File: config.mk
export PLATFORM = sky130hd
export DESIGN_NAME = quad_dac_frame_decoder
export DESIGN_NICKNAME = d
export VERILOG_FILES = /design/src/pkg/frame_pkg.sv /design/src/verilog/frame_shifter.sv /design/src/verilog/quad_dac_frame_decoder.sv
export SDC_FILE = /design/constraint.sdc
export NUM_CORES = 1
export LEC_CHECK = 0
export BUFFER_PORTS_ARGS = -buffer_cell sky130_fd_sc_hd__buf_4
export CAP_MARGIN = 10
export CORE_UTILIZATION = 51
export CTS_CLUSTER_SIZE = 24
export DETAILED_ROUTE_END_ITERATION = 10
export PLACE_DENSITY = 0.84
export SLEW_MARGIN = 10
export SYNTH_ARGS = -nofsm -noshare
export SYNTH_HDL_FRONTEND = slang
export SYNTH_HIERARCHICAL = 1
export SYNTH_SLANG_ARGS = --single-unit
File: constraint.sdc
create_clock -name clk -period 6.75 [get_ports clk]
set_input_delay 0.675 -clock clk [delete_from_list [all_inputs] [get_ports clk]]
set_output_delay 0.675 -clock clk [all_outputs]
set_load 0.02 [all_outputs]
File: src/pkg/frame_pkg.sv
// Purpose: constants and types for the quad converter frame decoder
// Assumes: 24-bit frames, MSB first, one frame per sync window
// Notes: channel registers are reached only through the serial frame
// Summary of operation
// [RULE1] Each frame is 24 bits, shifted in MSB first on serial data.
// [RULE2] Bit 23 selects read or write of the addressed register.
// [RULE3] Host always sends bit 22 as zero.
// [RULE4] Bits 21..19 select code, range, power or control register.
// [RULE5] Bits 18..16 select channel A..D, or 100 for all four.
// [RULE6] Bits 15..0 carry the 16-bit payload.
// [RULE7] Select 000 writes payload into chosen channel code register(s).
// [RULE8] 16-bit variant keeps payload bits 15..0 as the code.
// [RULE9] 14-bit variant keeps bits 15..2, low two ignored.
// [RULE10] 12-bit variant keeps bits 15..4, low four ignored.
// [RULE11] Select 001 stores payload bits 2..0 as channel range code.
// [RULE12] Range codes 000..101 give the six documented full-scale ranges.
// [RULE13] Every frame-reachable register can be written and read back.
// [RULE14] Act only after 24 bits; range codes 110 and 111 are ignored.
package frame_pkg;
  localparam int FRAME_BITS = 24;
  localparam int CNT_W = 5;
  localparam logic [CNT_W-1:0] LAST_BIT = 5'h17;
  localparam int NUM_CH = 4;
  localparam int DATA_W = 16;
  localparam int RANGE_W = 3;
  localparam logic [2:0] SEL_CODE = 3'h0;
  localparam logic [2:0] SEL_RANGE = 3'h1;
  localparam logic [2:0] SEL_POWER = 3'h2;
  localparam logic [2:0] SEL_CTRL = 3'h3;
  localparam logic [2:0] ADDR_ALL = 3'h4;
  localparam logic [2:0] RANGE_MAX = 3'h5;
  localparam logic [2:0] RANGE_RESET = 3'h0;
  localparam logic [15:0] CODE_RESET = 16'h0000;
  localparam logic [15:0] WORD_RESET = 16'h0000;

  // Unipolar 5, 10, 10.8 V then bipolar 5, 10, 10.8 V
  typedef enum logic [2:0] {
    RANGE_UNI_5, RANGE_UNI_10, RANGE_UNI_10P8,
    RANGE_BI_5, RANGE_BI_10, RANGE_BI_10P8
  } range_t;

  typedef struct packed {
    logic read_not_write;
    logic reserved_zero;
    logic [2:0] regsel;
    logic [2:0] chan_addr;
    logic [15:0] payload;
  } frame_t;
endpackage

File: src/verilog/frame_shifter.sv
// Purpose: collect one 24-bit frame from synchronised serial pins
// Assumes: sync, clock and data already passed two flip-flops
// Notes: a frame cut short by sync rising is dropped whole
module frame_shifter (
  input wire logic clk,
  input wire logic sys_rst,
  input wire logic sync_n_s,
  input wire logic sclk_s,
  input wire logic serial_data_in_s,
  output frame_pkg::frame_t frame,
  output logic frame_done
);
  import frame_pkg::*;

  logic sclk_d;
  logic [CNT_W-1:0] count;
  logic [FRAME_BITS-1:0] shift;
  logic fall;

  // Data is taken on the falling serial clock edge
  assign fall = sclk_d & ~sclk_s & ~sync_n_s;

  always_ff @(posedge clk or posedge sys_rst) begin
    if (sys_rst) begin
      sclk_d <= 1'b1;
    end else begin
      sclk_d <= sclk_s;
    end
  end

  always_ff @(posedge clk or posedge sys_rst) begin
    if (sys_rst) begin
      count <= '0;
      shift <= '0;
      frame_done <= 1'b0;
      frame <= '0;
    end else begin
      frame_done <= 1'b0;
      if (sync_n_s) begin
        count <= '0;
      end else if (fall) begin
        shift <= {shift[FRAME_BITS-2:0], serial_data_in_s}; // [RULE1]
        if (count == LAST_BIT) begin
          frame <= frame_t'({shift[FRAME_BITS-2:0], serial_data_in_s});
          frame_done <= 1'b1; // [RULE14]
          count <= '0;
        end else begin
          count <= count + 1'b1;
        end
      end
    end
  end
endmodule

File: src/verilog/quad_dac_frame_decoder.sv
// Purpose: decode serial frames into per-channel code and range registers
// Assumes: host keeps the reserved bit zero
// Notes: readback word is presented on a parallel port after a read frame
module quad_dac_frame_decoder #(
  parameter int RESOLUTION = 16
) (
  input wire logic clk,
  input wire logic sys_rst,
  input wire logic sync_n,
  input wire logic sclk,
  input wire logic serial_data_in,
  output logic [frame_pkg::NUM_CH*frame_pkg::DATA_W-1:0] code_flat,
  output logic [frame_pkg::NUM_CH*frame_pkg::RANGE_W-1:0] range_flat,
  output logic [frame_pkg::DATA_W-1:0] power_word,
  output logic [frame_pkg::DATA_W-1:0] control_word,
  output logic [frame_pkg::DATA_W-1:0] read_data,
  output logic read_valid,
  output logic reserved_error
);
  import frame_pkg::*;

  // ****************************************
  // Pin synchronisers
  // ****************************************
  logic [2:0] pin_meta;
  logic [2:0] pin_sync;

  always_ff @(posedge clk or posedge sys_rst) begin
    if (sys_rst) begin
      pin_meta <= '1;
      pin_sync <= '1;
    end else begin
      pin_meta <= {sync_n, sclk, serial_data_in};
      pin_sync <= pin_meta;
    end
  end

  frame_t frame;
  logic frame_done;

  frame_shifter u_shift (
    .clk(clk),
    .sys_rst(sys_rst),
    .sync_n_s(pin_sync[2]),
    .sclk_s(pin_sync[1]),
    .serial_data_in_s(pin_sync[0]),
    .frame(frame),
    .frame_done(frame_done)
  );

  // ****************************************
  // Decode helpers
  // ****************************************
  // Low payload bits beyond the resolution are dropped
  function automatic logic [DATA_W-1:0] trim_code(
    input logic [DATA_W-1:0] p
  );
    logic [DATA_W-1:0] mask;
    mask = '1;
    mask = mask << (DATA_W - RESOLUTION); // [RULE8] [RULE9] [RULE10]
    return p & mask;
  endfunction

  function automatic logic hits(
    input logic [2:0] addr,
    input int ch
  );
    return (addr == ADDR_ALL) || (addr == 3'(ch)); // [RULE5]
  endfunction

  logic is_write;
  logic [2:0] sel;
  logic [2:0] addr;
  logic [DATA_W-1:0] payload;
  logic addr_ok;

  assign is_write = ~frame.read_not_write; // [RULE2]
  assign sel = frame.regsel; // [RULE4]
  assign addr = frame.chan_addr;
  assign payload = frame.payload; // [RULE6]
  assign addr_ok = (addr == ADDR_ALL) || (addr < 3'(NUM_CH));

  // ****************************************
  // Channel registers
  // ****************************************
  logic [DATA_W-1:0] code [NUM_CH];
  logic [RANGE_W-1:0] range_reg [NUM_CH];

  always_ff @(posedge clk or posedge sys_rst) begin
    if (sys_rst) begin
      for (int i = 0; i < NUM_CH; i++) begin
        code[i] <= CODE_RESET;
      end
    end else if (frame_done && is_write && sel == SEL_CODE) begin
      for (int i = 0; i < NUM_CH; i++) begin
        if (hits(addr, i)) begin
          code[i] <= trim_code(payload); // [RULE7]
        end
      end
    end
  end

  // Codes above 101 leave the range untouched
  always_ff @(posedge clk or posedge sys_rst) begin
    if (sys_rst) begin
      for (int i = 0; i < NUM_CH; i++) begin
        range_reg[i] <= RANGE_RESET;
      end
    end else if (frame_done && is_write && sel == SEL_RANGE &&
                 payload[RANGE_W-1:0] <= RANGE_MAX) begin // [RULE14]
      for (int i = 0; i < NUM_CH; i++) begin
        if (hits(addr, i)) begin
          range_reg[i] <= payload[RANGE_W-1:0]; // [RULE11] [RULE12]
        end
      end
    end
  end

  // Power and control words held raw; their fields live elsewhere
  always_ff @(posedge clk or posedge sys_rst) begin
    if (sys_rst) begin
      power_word <= WORD_RESET;
      control_word <= WORD_RESET;
    end else if (frame_done && is_write) begin
      if (sel == SEL_POWER) begin
        power_word <= payload;
      end
      if (sel == SEL_CTRL) begin
        control_word <= payload;
      end
    end
  end

  always_ff @(posedge clk or posedge sys_rst) begin
    if (sys_rst) begin
      code_flat <= '0;
      range_flat <= '0;
    end else begin
      for (int i = 0; i < NUM_CH; i++) begin
        code_flat[i*DATA_W +: DATA_W] <= code[i];
        range_flat[i*RANGE_W +: RANGE_W] <= range_reg[i];
      end
    end
  end

  // ****************************************
  // Readback
  // ****************************************
  // All-channels read returns channel A, a single word is all we can show
  logic [1:0] rd_ch;
  assign rd_ch = (addr == ADDR_ALL) ? 2'h0 : addr[1:0];

  always_ff @(posedge clk or posedge sys_rst) begin
    if (sys_rst) begin
      read_data <= '0;
      read_valid <= 1'b0;
    end else begin
      read_valid <= frame_done && !is_write && addr_ok;
      if (frame_done && !is_write) begin
        unique case (sel)
          SEL_CODE: read_data <= code[rd_ch]; // [RULE13]
          SEL_RANGE: read_data <= DATA_W'(range_reg[rd_ch]); // [RULE13]
          SEL_POWER: read_data <= power_word; // [RULE13]
          SEL_CTRL: read_data <= control_word; // [RULE13]
          default: read_data <= '0;
        endcase
      end
    end
  end

  always_ff @(posedge clk or posedge sys_rst) begin
    if (sys_rst) begin
      reserved_error <= 1'b0;
    end else begin
      reserved_error <= frame_done && frame.reserved_zero; // [RULE3]
    end
  end
endmodule
# ---- After elaboration in Yosys (flattened, before gate mapping)
# Cells that the tools add are included.
dict set report classes {
  addsub 1
  magnitude_cmp 3
  n_eq_ne 8
  muxes 14
  bitwise 6
  n_reduce_logical 27
}
# op count
set op_table {}
lappend op_table {{$pmux 16 s4} 1}
lappend op_table {{$bmux 16 s2} 1}
lappend op_table {{$mux 16} 2}
lappend op_table {{$reduce_and 2->1} 11}
lappend op_table {{$mux 5} 3}
lappend op_table {{$eq 3x2->1 const B} 4}
lappend op_table {{$logic_and 1x1->1} 7}
lappend op_table {{$bmux 3 s2} 1}
lappend op_table {{$eq 3x1->1 const B} 2}
lappend op_table {{$logic_not 3->1} 2}
lappend op_table {{$mux 3} 2}
lappend op_table {{$add 5x1->5 const B} 1}
lappend op_table {{$eq 5x5->1 const B} 1}
lappend op_table {{$logic_or 1x1->1} 5}
lappend op_table {{$eq 3x3->1 const B} 1}
lappend op_table {{$ge 3x3->1 const B} 1}
lappend op_table {{$le 3x3->1 const B} 1}
lappend op_table {{$lt 3x3->1 const B} 1}
lappend op_table {{$mux 1} 3}
lappend op_table {{$not 1->1} 3}
lappend op_table {{$not 2->3} 1}
lappend op_table {{$reduce_and 3->1} 1}
lappend op_table {{$and 1x1->1} 2}
lappend op_table {{$mux 2} 1}
lappend op_table {{$reduce_bool 2->1} 1}
dict set report word_totals {
  reg_bits 262
  in_bits 5
  output_inout_bits 126
  elab_cells 85
}

# ---- Depth between registers and ports, before layout
dict set report depth {
  depth_word 7
  mapped_depth 7
  mapped_depth_nobuf 4
}

# ---- Cells and area by module
# Netlist, hierarchy kept.
# module instances cells_per_inst area_each_um2 seq_area_each_um2
set modules_own_cells {}
lappend modules_own_cells {quad_dac_frame_decoder 1 462 7676.1 5212.5}
lappend modules_own_cells {frame_shifter 1 128 2132.0 1352.5}

# ---- Least setup slack after synthesis
# OpenSTA, ideal clock, no wires.
dict set report synth_path {
  path_kind {register to register}
  from {register u_shift/frame[21] (netlist name)}
  to {register code[22] (netlist bit)}
  setup_time_ns 0.127
  t_arrival_ns 1.668
  required_ns 6.623
  setup_slack_ns 4.955
  path_stages_with_launch 6
  path_buffers 1
  synth_period_minus_slack_ns 1.795
  cell_sequence {dfrtp_1 > nor3b_2 > nand2_1 > nor3_4 > buf_6 > mux2_1}
}
dict set report synth_between {
  elab_chain_len 3
}
# element line_no
set synth_rtl {}
lappend synth_rtl {{$logic_not 3->1} quad_dac_frame_decoder.sv:94} ;# end else if (frame_done && is_write && sel == SEL_CODE) begin
lappend synth_rtl {{$logic_and 1x1->1} quad_dac_frame_decoder.sv:94}
lappend synth_rtl {{$reduce_and 2->1 (no source line)} n/a}
lappend synth_rtl {{to (signal, indexed assignment)} quad_dac_frame_decoder.sv:97} ;# code[i] <= trim_code(payload);
lappend synth_rtl {{to (decl)} quad_dac_frame_decoder.sv:86} ;# logic [DATA_W-1:0] code [NUM_CH];
# Every way passes these cells.
# A chain may end at the register's enable or synchronous reset.

# ---- Worst setup path after layout
dict set report layout_path {
  from {register u_shift/frame[20] (netlist name)}
  to {register code[36] (netlist bit)}
}
dict set report layout_between {
  elab_chain_len 3
}
# element line_no
set layout_rtl {}
lappend layout_rtl {{$logic_not 3->1} quad_dac_frame_decoder.sv:94}
lappend layout_rtl {{$logic_and 1x1->1} quad_dac_frame_decoder.sv:94}
lappend layout_rtl {{$reduce_and 2->1 (no source line)} n/a}
# Every way passes these cells.

==> results_dict.tcl <==
set metrics [dict create \
    status "finished, final reports clean" \
    port-buffer-count 130 \
    setup_violations 0 \
    worst_pin_slew_ns 1.25 \
    worst_setup_path_start_kind "flip-flop" \
    antenna_found_initial 0 \
    die_h_um 141 \
    ctsResizeCount 0 \
    postRouteAntennaNets 0 \
    pre_cts_ws_ns 3.25 \
    root_buffer "clkbuf_16" \
    fin_ws_ns 3.22 \
    grt_pass1_wl_um 33400 \
    holdPathEnd "pin_meta[0]$_DFF_PP1_" \
    final_layout_size_suffix_gt1_share_pct 48.1 \
    ff2ff_path_depth 4 \
    cts_hold_buffers 0 \
    synth.most_common_cell "dfrtp_1" \
    async_flop_share_pct 100 \
    max_slew_margin_pct 16.3 \
    synth.distinct_cells 42 \
    route.detailed.wl_per_inst_um 21.3 \
    reg_top3 "code: 64 flops, code_flat: 64 flops, u_shift/frame: 24 flops" \
    clkSlewWorstSetupHoldPaths_ns 0.06 \
    synth.top_cells.by_count "255 x dfrtp_1, 138 x mux2_2, 27 x mux2_1" \
    cts_made_buffers 26 \
    yosys.area.top_type_share_pct 65.1 \
    hpwl_um 13100 \
    maxCapViolations 0 \
    vias 5546 \
    clkLatencyLatePin_ns 0.52 \
    grt_start_max_net_pins 122 \
    endpoint_kind "flip-flop" \
    cts_sinks 262 \
    clockBufferDepth 3 \
    crit_path_max_fanout 24 \
    yosysSeqAreaShare_pct 66.9 \
    post_synth_main_area_contributors "dfrtp_1 65%, mux2_2 16%, mux4_2 3.7%" \
    worstReg2RegEnd "code[36]$_DFFE_PP0P_" \
    place.gp.congestion 0.765 \
    placementRows 50 \
    fin_crit_sh_pct 52.3 \
    die_w_um 141 \
    track_usage_pct 21.8 \
    final_nets 728 \
    diodes 0 \
    regToRegSetupSlack_ns 3.22 \
    vias_per_cell 5.68 \
    arrival_ns 3.93 \
    fin_util_pct 63.0 \
    max_freq_ghz 0.283 \
    htreeDepth 1 \
    hold_viol 0 \
    worstReg2RegStart "u_shift/frame[20]$_DFFE_PP0P_" \
    drc 0 \
    holdWs_ns 0.266 \
    synth_fp_nets 596 \
    cp.required_ns 7.14 \
    ir_worst_vdd_mv 0.211 \
    finalMaxSlewViolations 0 \
    yosys_warnings 6 \
    synth_seq_cells 262 \
    final.min_clock_period_ns 3.53 \
    yosysTopAreaCell "dfrtp_1" \
    start_util_pct 52.3 \
    power.leakage_uw 0.00607 \
    synth_area_sq_um 9810 \
    crit_type "reg -> reg" \
    ys_dominant_reg_cell "dfrtp_1" \
    die_area_sq_um 19800 \
    hold_path.class "in -> reg" \
    wirelength_um 20800 \
    ios 131 \
    p_per_area_nw_per_um2 263 \
    postSynthAreaPerCell_sq_um 16.6 \
    post_cts_buffers 0 \
    grt_pass1_vias 5970 \
    rsz0062_at_grt "no" \
    synth-edff-count 0 \
    holdPathStages 1 \
    syn_inst 590 \
    tns_ns 0 \
    core_sq_um 18800 \
    syn_to_final_growth_pct 20.6 \
    drt_iter0_drc 299 \
    grt-ovfl-total 0 \
    p_total_uw 3110 \
    dr.pass1.iters 4 \
    cts_tree "yes" \
    min_from "serial_data_in" \
    finClkSkew_ns 0.0174 \
]
-- critical path, cell delays in order (launching register included) --
cell and delay, ns:
dfrtp_1 0.76, nor2_2 0.98, nand2_1 0.28, nor2b_2 0.94
mux2_2 0.43
-- through the flow --
stage / std cells / instance area (sq um)
6_report: 976 / 11800
5_1_grt: 976 / 11800
4_1_cts: 976 / 11800
3_5_place_dp: 928 / 11000
3_3_place_gp: 928 / 11000
2_1_floorplan: 590 / 9810
-- area by class of cell --
type	count	area, sq um
fillers	1288	6940
flip-flops and latches	262	6570
multi-input cells	295	3060
repair buffers	135	1010
clock buffers	40	795
well taps	234	293
clock inverters	8	80.1
inverters	2	16.3
-- routing by layer --
layer  vias up  routed length (um)  global-route usage [%]
li1       2405                   -                       -
met1      2933                8700                    29.3
met2       175               10700                    36.9
met3        33                1190                    4.01
met4         0                 282                    5.26
met5         -                   0                       0
-- worst max-delay path by stage --
stage                           endpoint  slack [ns]                           from
detailed placement  code[47]$_DFFE_PP0P_        3.25  u_shift/frame[20]$_DFFE_PP0P_
finish              code[36]$_DFFE_PP0P_        3.22  u_shift/frame[20]$_DFFE_PP0P_
global route        code[43]$_DFFE_PP0P_        3.04  u_shift/frame[20]$_DFFE_PP0P_
floorplan            code[0]$_DFFE_PP0P_        0.40                        sys_rst
CTS                 code[36]$_DFFE_PP0P_        3.24  u_shift/frame[20]$_DFFE_PP0P_
global placement    code[40]$_DFFE_PP0P_        3.42  u_shift/frame[20]$_DFFE_PP0P_
-- cell usage in the layout, fill, tap and decap left out, types with 13 or more instances in the layout --
| master | count |
|---|---|
| buf_4 | 135 |
| a22oi_1 | 13 |
| mux2_1 | 27 |
| mux2_2 | 138 |
| o21ai_0 | 13 |
| dfrtp_1 | 254 |
| a21oi_1 | 14 |
| clkbuf_16 | 27 |
| mux4_2 | 16 |
-- report_power, final --
part | internal, uW | switching, uW
Clock | 852 | 583
Combinational | 23.0 | 39.2
Sequential | 1600 | 20.5
-- cell families after synthesis --
family	after synthesis	share of synthesized area [%]
DFF	262	66.9
muxes	197	24.7
AOI/OAI and AO/OA	50	3.32
and+or+nand+nor	44	2.79
buffers and inverters	33	1.85
xor gates and xnor gates	3	0.268
adders and majority gates	1	0.128
Note: power is estimated with default switching activity, not from simulation.
